### src/verilog/input_capture_defs.svh
`ifndef INPUT_CAPTURE_DEFS_SVH
`define INPUT_CAPTURE_DEFS_SVH
// Register byte offsets
`define IC_OFF_TSEL_LO 12'h000
`define IC_OFF_TSEL_HI 12'h004
`define IC_OFF_MODE 12'h008
`define IC_OFF_ROUTE 12'h00c
`define IC_OFF_FLAGS 12'h010
`define IC_OFF_MASK 12'h014
`define IC_OFF_CAP0 12'h018
`define IC_CAP_SPAN 12'h004
// Reset values
`define IC_ROUTE_RST 2'h1
// Mode codes of capture_event_mode
`define IC_MODE_FALL 4'h4
`define IC_MODE_RISE 4'h5
`define IC_MODE_RISE4 4'h6
`define IC_MODE_RISE16 4'h7
// Prescale terminal counts
`define IC_PRESC4_END 4'h3
`define IC_PRESC16_END 4'hf
`endif

### src/verilog/input_capture_pkg.sv
package input_capture_pkg;
  // Counts of the three 16-bit time bases
  typedef struct packed {
    logic [15:0] t5;
    logic [15:0] t3;
    logic [15:0] t1;
  } timer_counts_t;
  typedef struct packed {
    logic [6:0] sync1;
    logic [6:0] sync2;
    logic [4:0] prevLvl;
    logic [4:0][3:0] presc;
    logic [7:0] tselLo;
    logic [7:0] tselHi;
    logic [4:0][3:0] mode;
    logic [1:0] route;
    logic [4:0] flags;
    logic [4:0] mask;
    logic [4:0][15:0] cap;
    logic [31:0] prdata;
    logic pready;
    logic irq;
  } ic_state_t;
endpackage

### src/verilog/input_capture_unit.sv
`timescale 1ns/10ps
`include "input_capture_defs.svh"
module input_capture_unit (
  input wire logic clk,
  input wire logic reset,
  input wire logic psel,
  input wire logic penable,
  input wire logic pwrite,
  input wire logic [11:0] paddr,
  input wire logic [31:0] pwdata,
  output logic [31:0] prdata,
  output logic pready,
  output logic pslverr,
  input wire input_capture_pkg::timer_counts_t timerCounts,
  input wire logic [6:0] capturePins,
  output logic irq
);

  input_capture_pkg::ic_state_t state_q;
  input_capture_pkg::ic_state_t state_d;

  logic [4:0] lvl;
  logic [4:0] rise;
  logic [4:0] fall;
  logic [4:0] strobe;
  logic [4:0][15:0] pick;
  logic [4:0][1:0] tsel;
  logic [4:0] modeChanged;
  logic wrEn;
  logic rdEn;
  logic [31:0] rdMux;

  // Map a two-bit timer choice onto one count; code 3 falls back to the first
  function automatic logic [15:0] timerPick(input logic [1:0] sel,
                                            input input_capture_pkg::timer_counts_t t);
    logic [15:0] r;
    r = t.t1;
    if (sel == 2'h1) begin
      r = t.t3;
    end else if (sel == 2'h2) begin
      r = t.t5;
    end
    return r;
  endfunction

  // Capture-value register index of a byte address, or 3'h7 when none
  function automatic logic [2:0] capIndex(input logic [11:0] a);
    logic [11:0] rel;
    logic [2:0] r;
    rel = a - `IC_OFF_CAP0;
    r = 3'h7;
    if (a >= `IC_OFF_CAP0 && rel[1:0] == 2'h0 && rel[11:2] < 10'h005) begin
      r = rel[4:2];
    end
    return r;
  endfunction

  // Per-channel timer choice fields
  assign tsel[0] = state_q.tselLo[1:0];
  assign tsel[1] = state_q.tselLo[4:3];
  assign tsel[2] = state_q.tselLo[7:6];
  assign tsel[3] = state_q.tselHi[1:0];
  assign tsel[4] = state_q.tselHi[3:2];

  // Pin routing; pins 0..6 are ch1, ch2 alt0/alt1, ch3 alt0/alt1, ch4, ch5
  always_comb begin
    lvl[0] = state_q.sync2[0];
    lvl[1] = state_q.route[0] ? state_q.sync2[2] : state_q.sync2[1];
    lvl[2] = state_q.route[1] ? state_q.sync2[4] : state_q.sync2[3];
    lvl[3] = state_q.sync2[5];
    lvl[4] = state_q.sync2[6];
  end

  // Edge detection on the routed pin level against its level one cycle earlier
  assign rise = lvl & ~state_q.prevLvl;
  assign fall = ~lvl & state_q.prevLvl;

  assign wrEn = psel && penable && pwrite && !state_q.pready;
  assign rdEn = psel && penable && !pwrite && !state_q.pready;

  // Event qualification per mode; unused codes leave the channel idle
  always_comb begin
    for (int i = 0; i < 5; i++) begin
      pick[i] = timerPick(tsel[i], timerCounts);
      unique case (state_q.mode[i])
        `IC_MODE_FALL: strobe[i] = fall[i];
        `IC_MODE_RISE: strobe[i] = rise[i];
        `IC_MODE_RISE4: strobe[i] = rise[i] && state_q.presc[i] == `IC_PRESC4_END;
        `IC_MODE_RISE16: strobe[i] = rise[i] && state_q.presc[i] == `IC_PRESC16_END;
        default: strobe[i] = 1'b0;
      endcase
      modeChanged[i] = wrEn && paddr == `IC_OFF_MODE
                       && pwdata[i*4 +: 4] != state_q.mode[i];
    end
  end

  // Read multiplexer; unmapped reads return zero and pslverr stays low
  always_comb begin
    rdMux = 32'h0000_0000;
    case (paddr)
      `IC_OFF_TSEL_LO: rdMux = {24'h00_0000, state_q.tselLo};
      `IC_OFF_TSEL_HI: rdMux = {24'h00_0000, state_q.tselHi};
      `IC_OFF_MODE: rdMux = {12'h000, state_q.mode};
      `IC_OFF_ROUTE: rdMux = {30'h0000_0000, state_q.route};
      `IC_OFF_FLAGS: rdMux = {27'h000_0000, state_q.flags};
      `IC_OFF_MASK: rdMux = {27'h000_0000, state_q.mask};
      default: begin
        if (capIndex(paddr) != 3'h7) begin
          rdMux = {16'h0000, state_q.cap[capIndex(paddr)]};
        end
      end
    endcase
  end

  // Next-state logic for the whole block
  always_comb begin
    state_d = state_q;
    state_d.sync1 = capturePins;
    state_d.sync2 = state_q.sync1;
    state_d.prevLvl = lvl;
    state_d.pready = psel && penable && !state_q.pready;
    if (rdEn) begin
      state_d.prdata = rdMux;
    end
    // Register writes; reserved bits are not stored
    if (wrEn) begin
      case (paddr)
        `IC_OFF_TSEL_LO: state_d.tselLo = pwdata[7:0] & 8'hdb;
        `IC_OFF_TSEL_HI: state_d.tselHi = pwdata[7:0] & 8'h0f;
        `IC_OFF_MODE: state_d.mode = pwdata[19:0];
        `IC_OFF_ROUTE: state_d.route = pwdata[1:0];
        `IC_OFF_MASK: state_d.mask = pwdata[4:0];
        default: ;
      endcase
    end
    for (int i = 0; i < 5; i++) begin
      // Prescaler counts rising edges in the every-fourth and every-sixteenth modes and restarts on a mode change
      if (modeChanged[i]) begin
        state_d.presc[i] = 4'h0;
      end else if (rise[i]) begin
        if (state_q.mode[i] == `IC_MODE_RISE4 || state_q.mode[i] == `IC_MODE_RISE16) begin
          state_d.presc[i] = strobe[i] ? 4'h0 : state_q.presc[i] + 4'h1;
        end
      end
      // Latest capture always wins; there is no overrun protection
      if (strobe[i]) begin
        state_d.cap[i] = pick[i];
      end
    end
    // Flags clear on read, but an event in the same cycle still sets
    if (rdEn && paddr == `IC_OFF_FLAGS) begin
      state_d.flags = strobe;
    end else begin
      state_d.flags = state_q.flags | strobe;
    end
    state_d.irq = |(state_d.flags & state_d.mask);
  end

  // Single state register with synchronous reset
  always_ff @(posedge clk) begin
    if (reset) begin
      state_q <= '0;
      state_q.route <= `IC_ROUTE_RST;
    end else begin
      state_q <= state_d;
    end
  end

  assign prdata = state_q.prdata;
  assign pready = state_q.pready;
  assign pslverr = 1'b0;
  assign irq = state_q.irq;
endmodule

### config.mk
export PLATFORM = sky130hd
export DESIGN_NAME = input_capture_unit
export DESIGN_NICKNAME = d
export VERILOG_FILES = /design/src/verilog/input_capture_pkg.sv /design/src/verilog/input_capture_unit.sv
export VERILOG_INCLUDE_DIRS = /design/src /design/src/verilog
export SDC_FILE = /design/constraint.sdc
export NUM_CORES = 1
export LEC_CHECK = 0
export ABC_AREA = 1
export BUFFER_PORTS_ARGS = -buffer_cell sky130_fd_sc_hd__buf_2
export CORE_MARGIN = 1
export CORE_UTILIZATION = 40
export CTS_CLUSTER_SIZE = 12
export DETAILED_ROUTE_END_ITERATION = 7
export GPL_TIMING_DRIVEN = 1
export SETUP_SLACK_MARGIN = 0.4
export SLEW_MARGIN = 20
export SYNTH_ARGS = -nofsm -noshare
export SYNTH_HDL_FRONTEND = slang
export SYNTH_SLANG_ARGS = --single-unit
### constraint.sdc
create_clock -name clk -period 2.6 [get_ports clk]
set_clock_uncertainty 0.15 [all_clocks]
set_input_delay 0.13 -clock clk [delete_from_list [all_inputs] [get_ports clk]]
set_output_delay 0.13 -clock clk [all_outputs]
set_load 0.03 [all_outputs]
Word level (Yosys, flattened, before mapping) --
Cells that the tools add are included.
Operators by class: add/sub/neg operators 6, order comparisons 3, eq/ne operators 51, muxes and demuxes 33, bitwise gates (word level) 6, reduce and logical (&&, ||, !) cells 50
Operators by type and width (number):
- $mux 16 | 12
- $pmux 20 s6 | 1
- $eq 4x3->1 const B | 20
- $bmux 16 s3 | 1
- $logic_and 1x1->1 | 25
- $eq 12x4->1 const B | 2
- $eq 12x5->1 const B | 2
- $add 4x1->4 const B | 5
- $eq 4x2->1 const B | 5
- $eq 4x4->1 const B | 5
- $mux 4 | 5
- $ne 4x4->1 | 5
- $pmux 1 s4 | 5
- $reduce_and 2->1 | 9
- $and 5x5->5 | 3
- $mux 5 | 3
- $eq 12x3->1 const B | 1
- $ge 12x5->1 const B | 1
- $logic_not 12->1 | 1
- $mux 3 | 4
- $sub 12x5->12 const B | 1
- $eq 2x1->1 const B | 5
- $eq 2x2->1 const B | 5
- $lt 10x3->1 const B | 1
- other kinds (11) | 22
Storage, ports and cells: bits in registers 195, input bits 104, output and inout port bits 35, word-level logic and storage cells 175

Depth between registers and ports, before layout --
Gate-level depths: netlist of run 1.
depth after elaboration 13, gate-level depth with buffers 17, depth with buffers taken out 16

Least setup slack after synthesis of run 1 --
OpenSTA, ideal clock, no wires.
path kind input to register, start point input port paddr[3], end point register state_q, in the netlist prdata[11], setup time 0.128 ns, arrival 1.734 ns, data required time 2.322 ns, path slack 0.588 ns, stages on the path 15, path buffers 2, path through ha_1 > buf_2 > inv_2 > nor2_2 > nor2_4 > nand3_4 > nor2_8 > nand2_4 > nor2_8 > buf_6 > nand2_1 > nand3_1 > nand3_1 > a21oi_1 > nor2_1
Between the ends: word-level cells in the longest chain between the ends 10, elaborated cells between the ends (all ways) 20, classes of those cells 1 x add/sub; 2 x order compare; 6 x eq/ne; 8 x mux; 3 x reduce/logical
Ends and longest elaborated chain:
- start: declaration | line input_capture_unit.sv:9 | input wire logic [11:0] paddr,
- $sub 12x5->12 (no source line) / $ge 12x5->1 (equally long branches)
- $lt 10x3->1 / $logic_and 1x1->1 (equally long branches) | line input_capture_unit.sv:52 | if (a >= `IC_OFF_CAP0 && rel[1:0] == 2'h0 && rel[11:2] < 10'h005) begin
- $logic_and 1x1->1 | line input_capture_unit.sv:52
- $mux 3 | line input_capture_unit.sv:52
- $mux 3 | line input_capture_unit.sv:108 | if (capIndex(paddr) != 3'h7) begin
- $mux 3 | line input_capture_unit.sv:100 | case (paddr)
- $bmux 16 s3 | line input_capture_unit.sv:109 | rdMux = {16'h0000, state_q.cap[capIndex(paddr)]};
- $mux 16 (not written as such) | line input_capture_unit.sv:109
- $mux 16 | line input_capture_unit.sv:108
- $pmux 20 s6 (*) | line input_capture_unit.sv:100
- end signal: assignment | line input_capture_unit.sv:165 | state_q <= state_d;
- end: declaration | line input_capture_unit.sv:19 | input_capture_pkg::ic_state_t state_q;
Mark *: on every way between the ends. The rest lies on a longest branch, timed or not. The select of a mux whose other input is x is not followed. A chain may end at the register's enable or synchronous reset.

Final worst setup path of run 1 --
start point register state_q[125] in the netlist's numbering, end point register state_q[68] in the netlist's numbering
Between the ends: word-level cells in the longest chain between the ends 4, elaborated cells between the ends (all ways) 7, classes of those cells 2 x mux; 3 x bitwise; 2 x reduce/logical
Ends and longest elaborated chain:
- $mux 1 (*) | line input_capture_unit.sv:69 | lvl[2] = state_q.route[1] ? state_q.sync2[4] : state_q.sync2[3];
- $and 5x5->5 / $not 5->5 (equally long branches) | line input_capture_unit.sv:75, input_capture_unit.sv:76
- $logic_and 1x1->1 (no source line) / $and 5x5->5 (equally long branches)
- $pmux 1 s4 (*) | line input_capture_unit.sv:85 | unique case (state_q.mode[i])
Mark *: on every way between the ends. The rest lies on a longest branch, timed or not.

==> impl_metrics.py, run 1 <==
metrics = {
    "route": {
        "vias": 10484,
        "drtIter0Drc": 876,
        "avgRoutedWirePerCell_um": 16.5,
        "drc_errors": 0,
        "routed_wl_um": 33000,
        "postRouteAntennaNets": 0,
        "via_per_inst": 5.25,
        "dr.pass1.iters": 5,
    },
    "global_route": {
        "grt_util_met1_pct": 32.9,
        "grt_pass1_vias": 9631,
        "grt_pass1_wl_um": 50700,
        "grt-busiest-layer": "met2",
        "antenna_found_initial": 1,
        "gr-usage-met3_pct": 4.42,
        "grt.overflow.total": 0,
        "grt_util_met2_pct": 40.8,
        "grt_usage_pct": 24.9,
        "grt_max_degree": 62,
    },
    "timing": {
        "maxSlewHeadroom_pct": 41.4,
        "timing.hold.ws_ns": 0.0304,
        "period_needed_ns": 2.04,
        "setup_viol": 0,
        "fin_crit_sh_pct": 78.3,
        "worst_pin_slew_ns": 0.877,
        "rsz0062_at_grt": "no",
        "finalHoldViolCount": 0,
        "fmax_ghz": 0.491,
        "final-max-slew-violation-count": 0,
        "final.setup.tns_ns": 0,
    },
    "cells_and_area": {
        "antenna_cells": 0,
        "nets": 1769,
        "final_cell_mix": "nand2_1 (260), a21oi_1 (201), o21ai_0 (195), dfxtp_1 (181), inv_1 (176)",
        "mostFrequentLayoutCell": "nand2_1",
        "drive_above_1_share_pct": 13.7,
        "area_delta_synth_final_pct": 20.6,
    },
    "outcome": {
        "status": "completed",
    },
    "worst_hold_path": {
        "hold_depth": 5,
        "hp-class": "in -> reg",
    },
    "floorplanning": {
        "num_rows": 57,
        "start_util_pct": 41.3,
        "dieArea_um2": 26000,
        "ios": 139,
        "die_w_um": 161,
        "dieHeight_um": 161,
        "core_area_um2": 24600,
    },
    "logic_synthesis": {
        "synth_cell_type_count": 37,
        "yosysTopAreaCellShare_pct": 36.1,
        "synthFlopType": "dfxtp_1",
        "async_flop_share_pct": 0,
        "yosys.area_share.simple_pct": 22.8,
        "syn_avg_cell_area_um2": 6.61,
        "syn_inst": 1536,
        "synth_adder_area_share_pct": 0.739,
        "ys_ff_latch": 183,
        "synth_top_family_by_area": "compound AO/OA/AOI/OAI gates",
        "synth-edff-count": 0,
        "yosysTopAreaCell": "dfxtp_1",
        "ys_seq_area_share_pct": 36.1,
        "synthMuxAreaShare_pct": 0,
        "syn_area_um2": 10200,
        "synth_xor_area_share_pct": 2.76,
        "yosysWarningCount": 0,
        "synth.area.top_cells": "dfxtp_1 (36%), a21oi_1 (9.9%), nand2_1 (9.7%)",
        "synth_compound_area_share_pct": 25.1,
    },
    "setup_path": {
        "critical_path.max_fanout": 17,
        "cp.arrival_ns": 2.22,
        "ff2ff_path_depth": 11,
        "endpoint_kind": "flop",
        "cp.required_ns": 2.78,
        "cp-start-kind": "flop",
        "crit_type": "reg -> reg",
    },
    "clock_tree": {
        "h-tree-depth": 4,
        "clock-root-buffer": "clkbuf_16",
        "cts_tree": "yes",
        "clock_path_buffers": 2,
        "clk_pin_slew_worst_paths_ns": 0.08,
        "cts_buffers": 17,
        "worst_skew_pair.late_latency_ns": 0.44,
        "clkSinkCount": 183,
    },
    "place": {
        "dpl.hpwl_um": 22300,
        "io_buffers": 113,
        "gp_congestion": 0.918,
    },
    "power": {
        "p_leak_nw": 5.36,
        "ir_worst_vdd_mv": 0.325,
        "p_per_area_nw_per_um2": 498,
    },
    "run": {
        "cap_viol_max_count": 0,
    },
}
[sequential cells by signal (all words and copies together) (netlist names)]
name,flops
irq,1
lvl,3
prdata,20
pready,1
state_d,7
state_q,151
[cell type report]
cell class / instances / area (um2)
clock inverter: 15 / 200
multi-input combinational: 1067 / 5330
fill: 2518 / 12400
inverter: 185 / 697
tap: 324 / 405
sequential: 183 / 3670
clock buffer: 17 / 425
timing repair buffer: 205 / 1530
[final timing paths]
path / startpoint / to / slack [ns]
setup reg to reg: state_q[125] / state_q[68] / 0.56
hold / removal: timerCounts[3] / state_q[53] / 0.03
setup / recovery: state_q[125] / state_q[68] / 0.56
hold reg to reg: state_d[191] / state_q[191] / 0.25
[metrics by stage]
stage                     std cells  total power [mW]  worst slack [ns]  util, %  cell area (um2)
after floorplan                1548              3.20             0.588        -            10200
after global placement         1906              3.39             0.274     44.5            10900
after detailed placement       1906              3.40             0.252     44.5            10900
after CTS                      1989              6.14             0.414     49.1            12100
after global routing           1996              6.32             0.399     49.8            12300
final                          1996              6.10             0.564     49.8            12300
[repair_timing]
item,4_1_cts,5_1_grt
hold buffers,51,0
endpoints found under the hold margin,120,0
setup endpoints to repair,0,83
setup buffers,0,4
resized for setup,0,27
[kinds of logic (layout without fill, tap and decap cells)]
logic type / Yosys count / after routing
fa+ha+maj: 6 / 6
buf+inv: 298 / 422
compound gates: 475 / 475
xor+xnor: 32 / 32
flops: 183 / 183
simple gates: 541 / 541
other cells: 1 / 13
[layer usage]
| layer | wire length [um] | share of wire (%) | vias up |
|---|---|---|---|
| met3 | 1880 | 5.7 | 56 |
| met5 | 15 | 0.045 | - |
| li1 | - | - | 5283 |
| met1 | 15100 | 46 | 4792 |
| met4 | 918 | 2.8 | 2 |
| met2 | 15000 | 46 | 351 |
[critical path: stages, from the launching register on]
cell     delay, ns
dfxtp_2       0.35
or2_2         0.29
o21ai_1       0.13
nor2_1        0.10
nand2_2       0.11
nor2_2        0.06
nand2_1       0.07
and3_4        0.22
inv_4         0.06
buf_12        0.15
o21ai_0       0.17
a21oi_1       0.05
[power breakdown]
| part | switching [mW] | internal [mW] | total [mW] |
|---|---|---|---|
| clock network | 1.30 | 1.40 | 2.70 |
| registers | 0.0102 | 2.82 | 2.83 |
| logic | 0.355 | 0.214 | 0.570 |
| total | 1.67 | 4.43 | 6.10 |
[cells in the mapped netlist (all sizes together) (12+ instances only)]
master / count
buf: 57
o21ai: 205
nor3: 12
a21oi: 201
xor2: 25
inv: 183
nand4: 18
clkbuf: 56
nor2: 167
nand2: 264
nand3: 71
dfxtp: 183
a211oi: 51
Power figures use the tool's default switching activity.
==> run 2, diff against run 1 <==
Clock period 2.6 ns to 1.89 ns, I/O delays scaled along.
==> impl_metrics.py, run 2 (synthesized netlist as in run 1, its figures left out) <==
metrics = {
    "place": {
        "place_area_um2": 11800,
        "io_buffers": 113,
        "gp_congestion": 0.886,
        "place_inst": 1975,
        "dpl.hpwl_um": 24100,
    },
    "setup_path": {
        "critical_path.max_fanout": 7,
        "cp.required_ns": 2.12,
        "endpoint_kind": "flop",
        "cp-start-kind": "flop",
        "path_buf_inv": 4,
        "crit_chain": "inv_2 -> nor2_4 -> nand3_2 -> o22ai_2 -> nand3_4 -> nand3_4 -> nand2_4 -> inv_8 -> buf_12 -> buf_12 -> o21ai_2 -> a21oi_2",
        "cpPeakStageDelay_ns": 0.36,
        "path_delay_family": "simple AND/OR/NAND/NOR gates",
        "crit_type": "reg -> reg",
        "cp.arrival_ns": 2.09,
        "slowest_stage": "dfxtp_2",
    },
    "cells_and_area": {
        "final_cell_mix": "nand2_1 (219), dfxtp_1 (161), inv_1 (148), a21oi_1 (144), nor2_1 (131)",
        "multi_input_area_um2": 6760,
        "nets": 1943,
        "mostFrequentLayoutCell": "nand2_1",
        "nFillCells": 2027,
        "final_cells": 2169,
        "finalInstanceArea_um2": 15800,
        "largest_reg_flops": 151,
        "regMostFlops": "state_q",
        "antenna_cells": 0,
        "drive_above_1_share_pct": 38.2,
        "area_delta_synth_final_pct": 55.9,
        "regArea_um2": 3690,
        "post-route-util_pct": 64.4,
    },
    "power": {
        "power_mw": 8.71,
        "share_seq_of_total_power_pct": 44.8,
        "clockPowerShare_pct": 43.2,
        "p_per_area_nw_per_um2": 549,
        "p_leak_nw": 6.74,
        "intPower_mw": 6.39,
        "combPwrFrac_pct": 12.0,
        "p_switching_mw": 2.32,
        "p_sw_share_pct": 26.6,
        "ir_worst_vdd_mv": 0.461,
    },
    "timing": {
        "maxSlewHeadroom_pct": 54.9,
        "period_needed_ns": 1.86,
        "final.setup.tns_ns": 0,
        "finalHoldViolCount": 0,
        "worst_pin_slew_ns": 0.677,
        "fin_crit_sh_pct": 98.2,
        "fmax_ghz": 0.539,
        "final-max-slew-violation-count": 0,
        "rsz0062_at_grt": "yes",
        "setup_viol": 0,
    },
    "clock_tree": {
        "cts_buffers": 17,
        "clkSinkCount": 183,
        "clock-root-buffer": "clkbuf_16",
        "clock_path_buffers": 2,
        "cts_tree": "yes",
        "clk_pin_slew_worst_paths_ns": 0.08,
        "worst_skew_pair.late_latency_ns": 0.45,
        "h-tree-depth": 4,
    },
    "floorplanning": {
        "core_area_um2": 24600,
        "die_w_um": 161,
        "dieHeight_um": 161,
        "start_util_pct": 41.3,
        "ios": 139,
        "num_rows": 57,
        "dieArea_um2": 26000,
    },
    "route": {
        "via_per_inst": 5.48,
        "avgRoutedWirePerCell_um": 18.5,
        "routed_wl_um": 40100,
        "drc_errors": 0,
        "postRouteAntennaNets": 0,
        "drtIter0Drc": 977,
        "vias": 11881,
        "dr.pass1.iters": 5,
    },
    "outcome": {
        "status": "completed",
    },
    "global_route": {
        "grt_usage_pct": 28.1,
        "grt.overflow.total": 0,
        "antenna_found_initial": 0,
        "grt_pass1_vias": 10897,
        "grt_pass1_wl_um": 57000,
        "grt_max_degree": 53,
    },
    "run": {
        "cap_viol_max_count": 0,
    },
    "worst_hold_path": {
        "hp-class": "in -> reg",
    },
}
-- run 2: metrics by stage --
step	worst slack, ns	hold slack, ns
2_1_floorplan	-0.0371	0.0515
3_5_place_dp	-0.216	0.152
4_1_cts	0.0555	0.00110
3_3_place_gp	-0.144	0.149
6_report	0.0335	0.00792
5_1_grt	-0.0318	0.0259
-- run 2: layout make-up --
class	count	area share, %
repair buffers	375	22.5
multi-input cells	1069	42.7
clock buffers	20	2.95
inverters	185	4.94
well taps	324	2.56
flip-flops and latches	183	23.3
repair inverters	2	0.197
clock inverters	11	0.853
-- run 2: worst min-delay path: cells and delay by family --
family	cells	cell delay (ns)
buf+inv	1	0.13
simple gates	1	0.10
compound gates	3	0.23
-- run 2: what timing repair did --
item,in CTS,in global routing
hold buffers,63,0
endpoints found under the setup margin,128,157
buffers inserted,46,32
pin swaps,53,81
endpoints found under the hold margin,123,0
resized for setup,185,280
cloned,8,14
-- run 2: layer usage --
| metal | share of wire, % | vias up | global-route usage (%) |
|---|---|---|---|
| met1 | 43 | 5659 | 36.8 |
| met3 | 6.9 | 94 | 5.29 |
| met5 | 0 | - | 0 |
| met4 | 3.6 | 0 | 11.2 |
| li1 | - | 5657 | - |
| met2 | 47 | 471 | 45.7 |
-- run 2: final timing paths --
path,start,endpoint,slack [ns],cells after the start
min reg2reg,state_d[190],state_q[190],0.25,2
max reg2reg,state_q[128],state_q[36],0.03,12
min,timerCounts[47],state_q[97],0.008,5
max,state_q[128],state_q[36],0.03,12
-- run 2: power by group through the flow --
stage | registers (mW) | logic [mW] | clock network [mW]
finish | 3.90 | 1.05 | 3.76
global route | 3.90 | 1.12 | 3.95
CTS | 3.90 | 0.931 | 3.76
detailed placement | 3.99 | 0.760 | 0
global placement | 3.99 | 0.755 | 0
floorplan | 3.98 | 0.449 | 0
==> run 3, diff against run 2 <==
Settings changed: CORE_UTILIZATION 40 to 31.
==> impl_metrics.py, run 3 (synthesized netlist as in run 1, its figures left out) <==
metrics = {
    "outcome": {
        "status": "completed",
    },
    "cells_and_area": {
        "post-route-util_pct": 49.9,
        "final_cell_mix": "nand2_1 (212), dfxtp_1 (170), inv_1 (153), a21oi_1 (135), nor2_1 (126)",
        "antenna_cells": 0,
        "area_delta_synth_final_pct": 56.6,
        "regMostFlops": "state_q",
        "mostFrequentLayoutCell": "nand2_1",
        "nets": 1944,
        "drive_above_1_share_pct": 37.3,
        "largest_reg_flops": 151,
    },
    "setup_path": {
        "crit_type": "reg -> reg",
        "r2r_setup_slack_ns": 0.03,
        "reg2reg_to": "state_q[35]",
        "crit_chain": "inv_4 -> nor2_4 -> nand3_2 -> o22ai_2 -> nand3_4 -> nand3_4 -> nand2_4 -> inv_8 -> buf_12 -> o21ai_2 -> a21oi_2",
        "endpoint_kind": "flop",
        "slowest_stage": "dfxtp_2",
        "path_common_cell": "nand3_4",
        "crit-reg2reg-launch": "state_q[128]",
        "cp-start-kind": "flop",
        "cp.required_ns": 2.10,
        "critPathCapture": "state_q[35]",
        "crit_start": "state_q[128]",
        "cp.arrival_ns": 2.07,
        "critical_path.max_fanout": 8,
        "ff2ff_path_depth": 11,
        "cpPeakStageDelay_ns": 0.35,
    },
    "power": {
        "ir_worst_vdd_mv": 0.599,
        "p_switching_mw": 2.42,
        "combPwrFrac_pct": 12.3,
        "p_sw_share_pct": 27.9,
        "clockPowerShare_pct": 42.7,
        "p_per_area_nw_per_um2": 545,
        "share_seq_of_total_power_pct": 45.0,
        "p_leak_nw": 6.75,
        "intPower_mw": 6.24,
    },
    "route": {
        "avgRoutedWirePerCell_um": 18.6,
        "drc_errors": 0,
        "vias": 12100,
        "dr.pass1.iters": 7,
        "via_per_inst": 5.30,
        "postRouteAntennaNets": 0,
        "routed_wl_um": 42500,
        "drtIter0Drc": 1068,
    },
    "place": {
        "gp_congestion": 0.883,
        "io_buffers": 113,
        "dpl.hpwl_um": 24900,
        "post-place-ws_ns": -0.227,
    },
    "global_route": {
        "grt_usage_pct": 23.8,
        "grt_pass1_wl_um": 61600,
        "grt.overflow.total": 0,
        "grt-busiest-layer": "met2",
        "antenna_found_initial": 0,
        "grt_util_met1_pct": 29.7,
        "grt_pass1_vias": 11311,
        "gr-usage-met3_pct": 3.51,
        "grt_util_met2_pct": 40.0,
        "grt_max_degree": 101,
    },
    "timing": {
        "final-max-slew-violation-count": 0,
        "worst_pin_slew_ns": 0.799,
        "maxSlewHeadroom_pct": 46.6,
        "fin_crit_sh_pct": 98.6,
        "period_needed_ns": 1.86,
        "setup_viol": 0,
        "fmax_ghz": 0.536,
        "rsz0062_at_grt": "yes",
        "timing.hold.ws_ns": 0.0265,
        "worst_slack_ns": 0.0256,
        "finalHoldViolCount": 0,
    },
    "worst_hold_path": {
        "hp-class": "in -> reg",
    },
    "clock_tree": {
        "cts_buffers": 17,
        "clk_pin_slew_worst_paths_ns": 0.07,
        "cts_tree": "yes",
        "worst_skew_pair.late_latency_ns": 0.44,
        "clock_path_buffers": 2,
        "h-tree-depth": 4,
        "clkSinkCount": 183,
        "clock-root-buffer": "clkbuf_16",
    },
    "run": {
        "cap_viol_max_count": 0,
    },
    "floorplanning": {
        "start_util_pct": 31.9,
        "dieHeight_um": 183,
        "num_rows": 65,
        "die_w_um": 183,
        "ios": 139,
        "dieArea_um2": 33500,
        "core_area_um2": 31900,
    },
}
[run 3: cell count changes in the layout (fill, tap and decap cells not counted), moves of 8 or more]
cell	change
o21ai_2	-19
a21oi_1	-9
dfxtp_2	-9
inv_2	-8
buf_4	+9
o21ai_1	+20
dfxtp_1	+9
[run 3: final cells by class]
cell class | count | area (um2)
tap | 435 | 544
fill | 2935 | 16000
timing repair buffer | 374 | 3460
clock inverter | 14 | 155
inverter | 185 | 792
sequential | 183 | 3680
timing repair inverter | 4 | 48.8
multi-input combinational | 1069 | 6790
clock buffer | 18 | 439
[run 3: power by group through the flow]
stage	clock [mW]	sequential [mW]	combinational [mW]
after CTS	3.72	3.90	0.963
final	3.70	3.90	1.07
after detailed placement	0	3.99	0.779
after global routing	3.89	3.90	1.14
after floorplan	0	3.98	0.449
after global placement	0	3.99	0.776
[run 3: per-layer routing]
layer,vias up,part of all wire [%]
met5,-,0
met4,0,4.7
met3,131,7.2
met2,577,48
met1,5732,40
li1,5660,-
[run 3: how the worst min path moves through the flow]
stage,startpoint,endpoint,depth (start not counted)
4_1_cts,timerCounts[47],state_q[97],5
3_5_place_dp,capturePins[6],state_d[193],3
5_1_grt,timerCounts[2],state_q[36],5
6_report,timerCounts[2],state_q[36],5
2_1_floorplan,capturePins[0],state_d[187],2
3_3_place_gp,capturePins[6],state_d[193],3
[run 3: what timing repair did]
| item | CTS | global route |
|---|---|---|
| pin swaps | 54 | 69 |
| hold buffers | 66 | 0 |
| gates resized for setup | 188 | 278 |
| endpoints found under the hold margin | 132 | 0 |
| endpoints found under the setup margin | 152 | 160 |
| setup buffers | 64 | 18 |
| gates cloned | 15 | 4 |
[run 3: stage by stage]
| step | cell area, um2 | TNS, ns | instances | power (mW) |
|---|---|---|---|---|
| after CTS | 14700 | 0 | 2260 | 8.58 |
| after detailed placement | 12000 | -3.37 | 2083 | 4.77 |
| after floorplan | 10600 | -0.123 | 1548 | 4.43 |
| after global placement | 12000 | -2.71 | 2083 | 4.77 |
| after global routing | 15900 | -0.630 | 2282 | 8.93 |
| final | 15900 | 0 | 2282 | 8.66 |
[run 3: worst max-delay path, delay by kind of cell (launching register included)]
family                 cells  cell delay, ns
DFF                        1            0.35
buffers and inverters      3            0.32
AOI/OAI and AO/OA          3            0.46
and+or+nand+nor            5            0.49
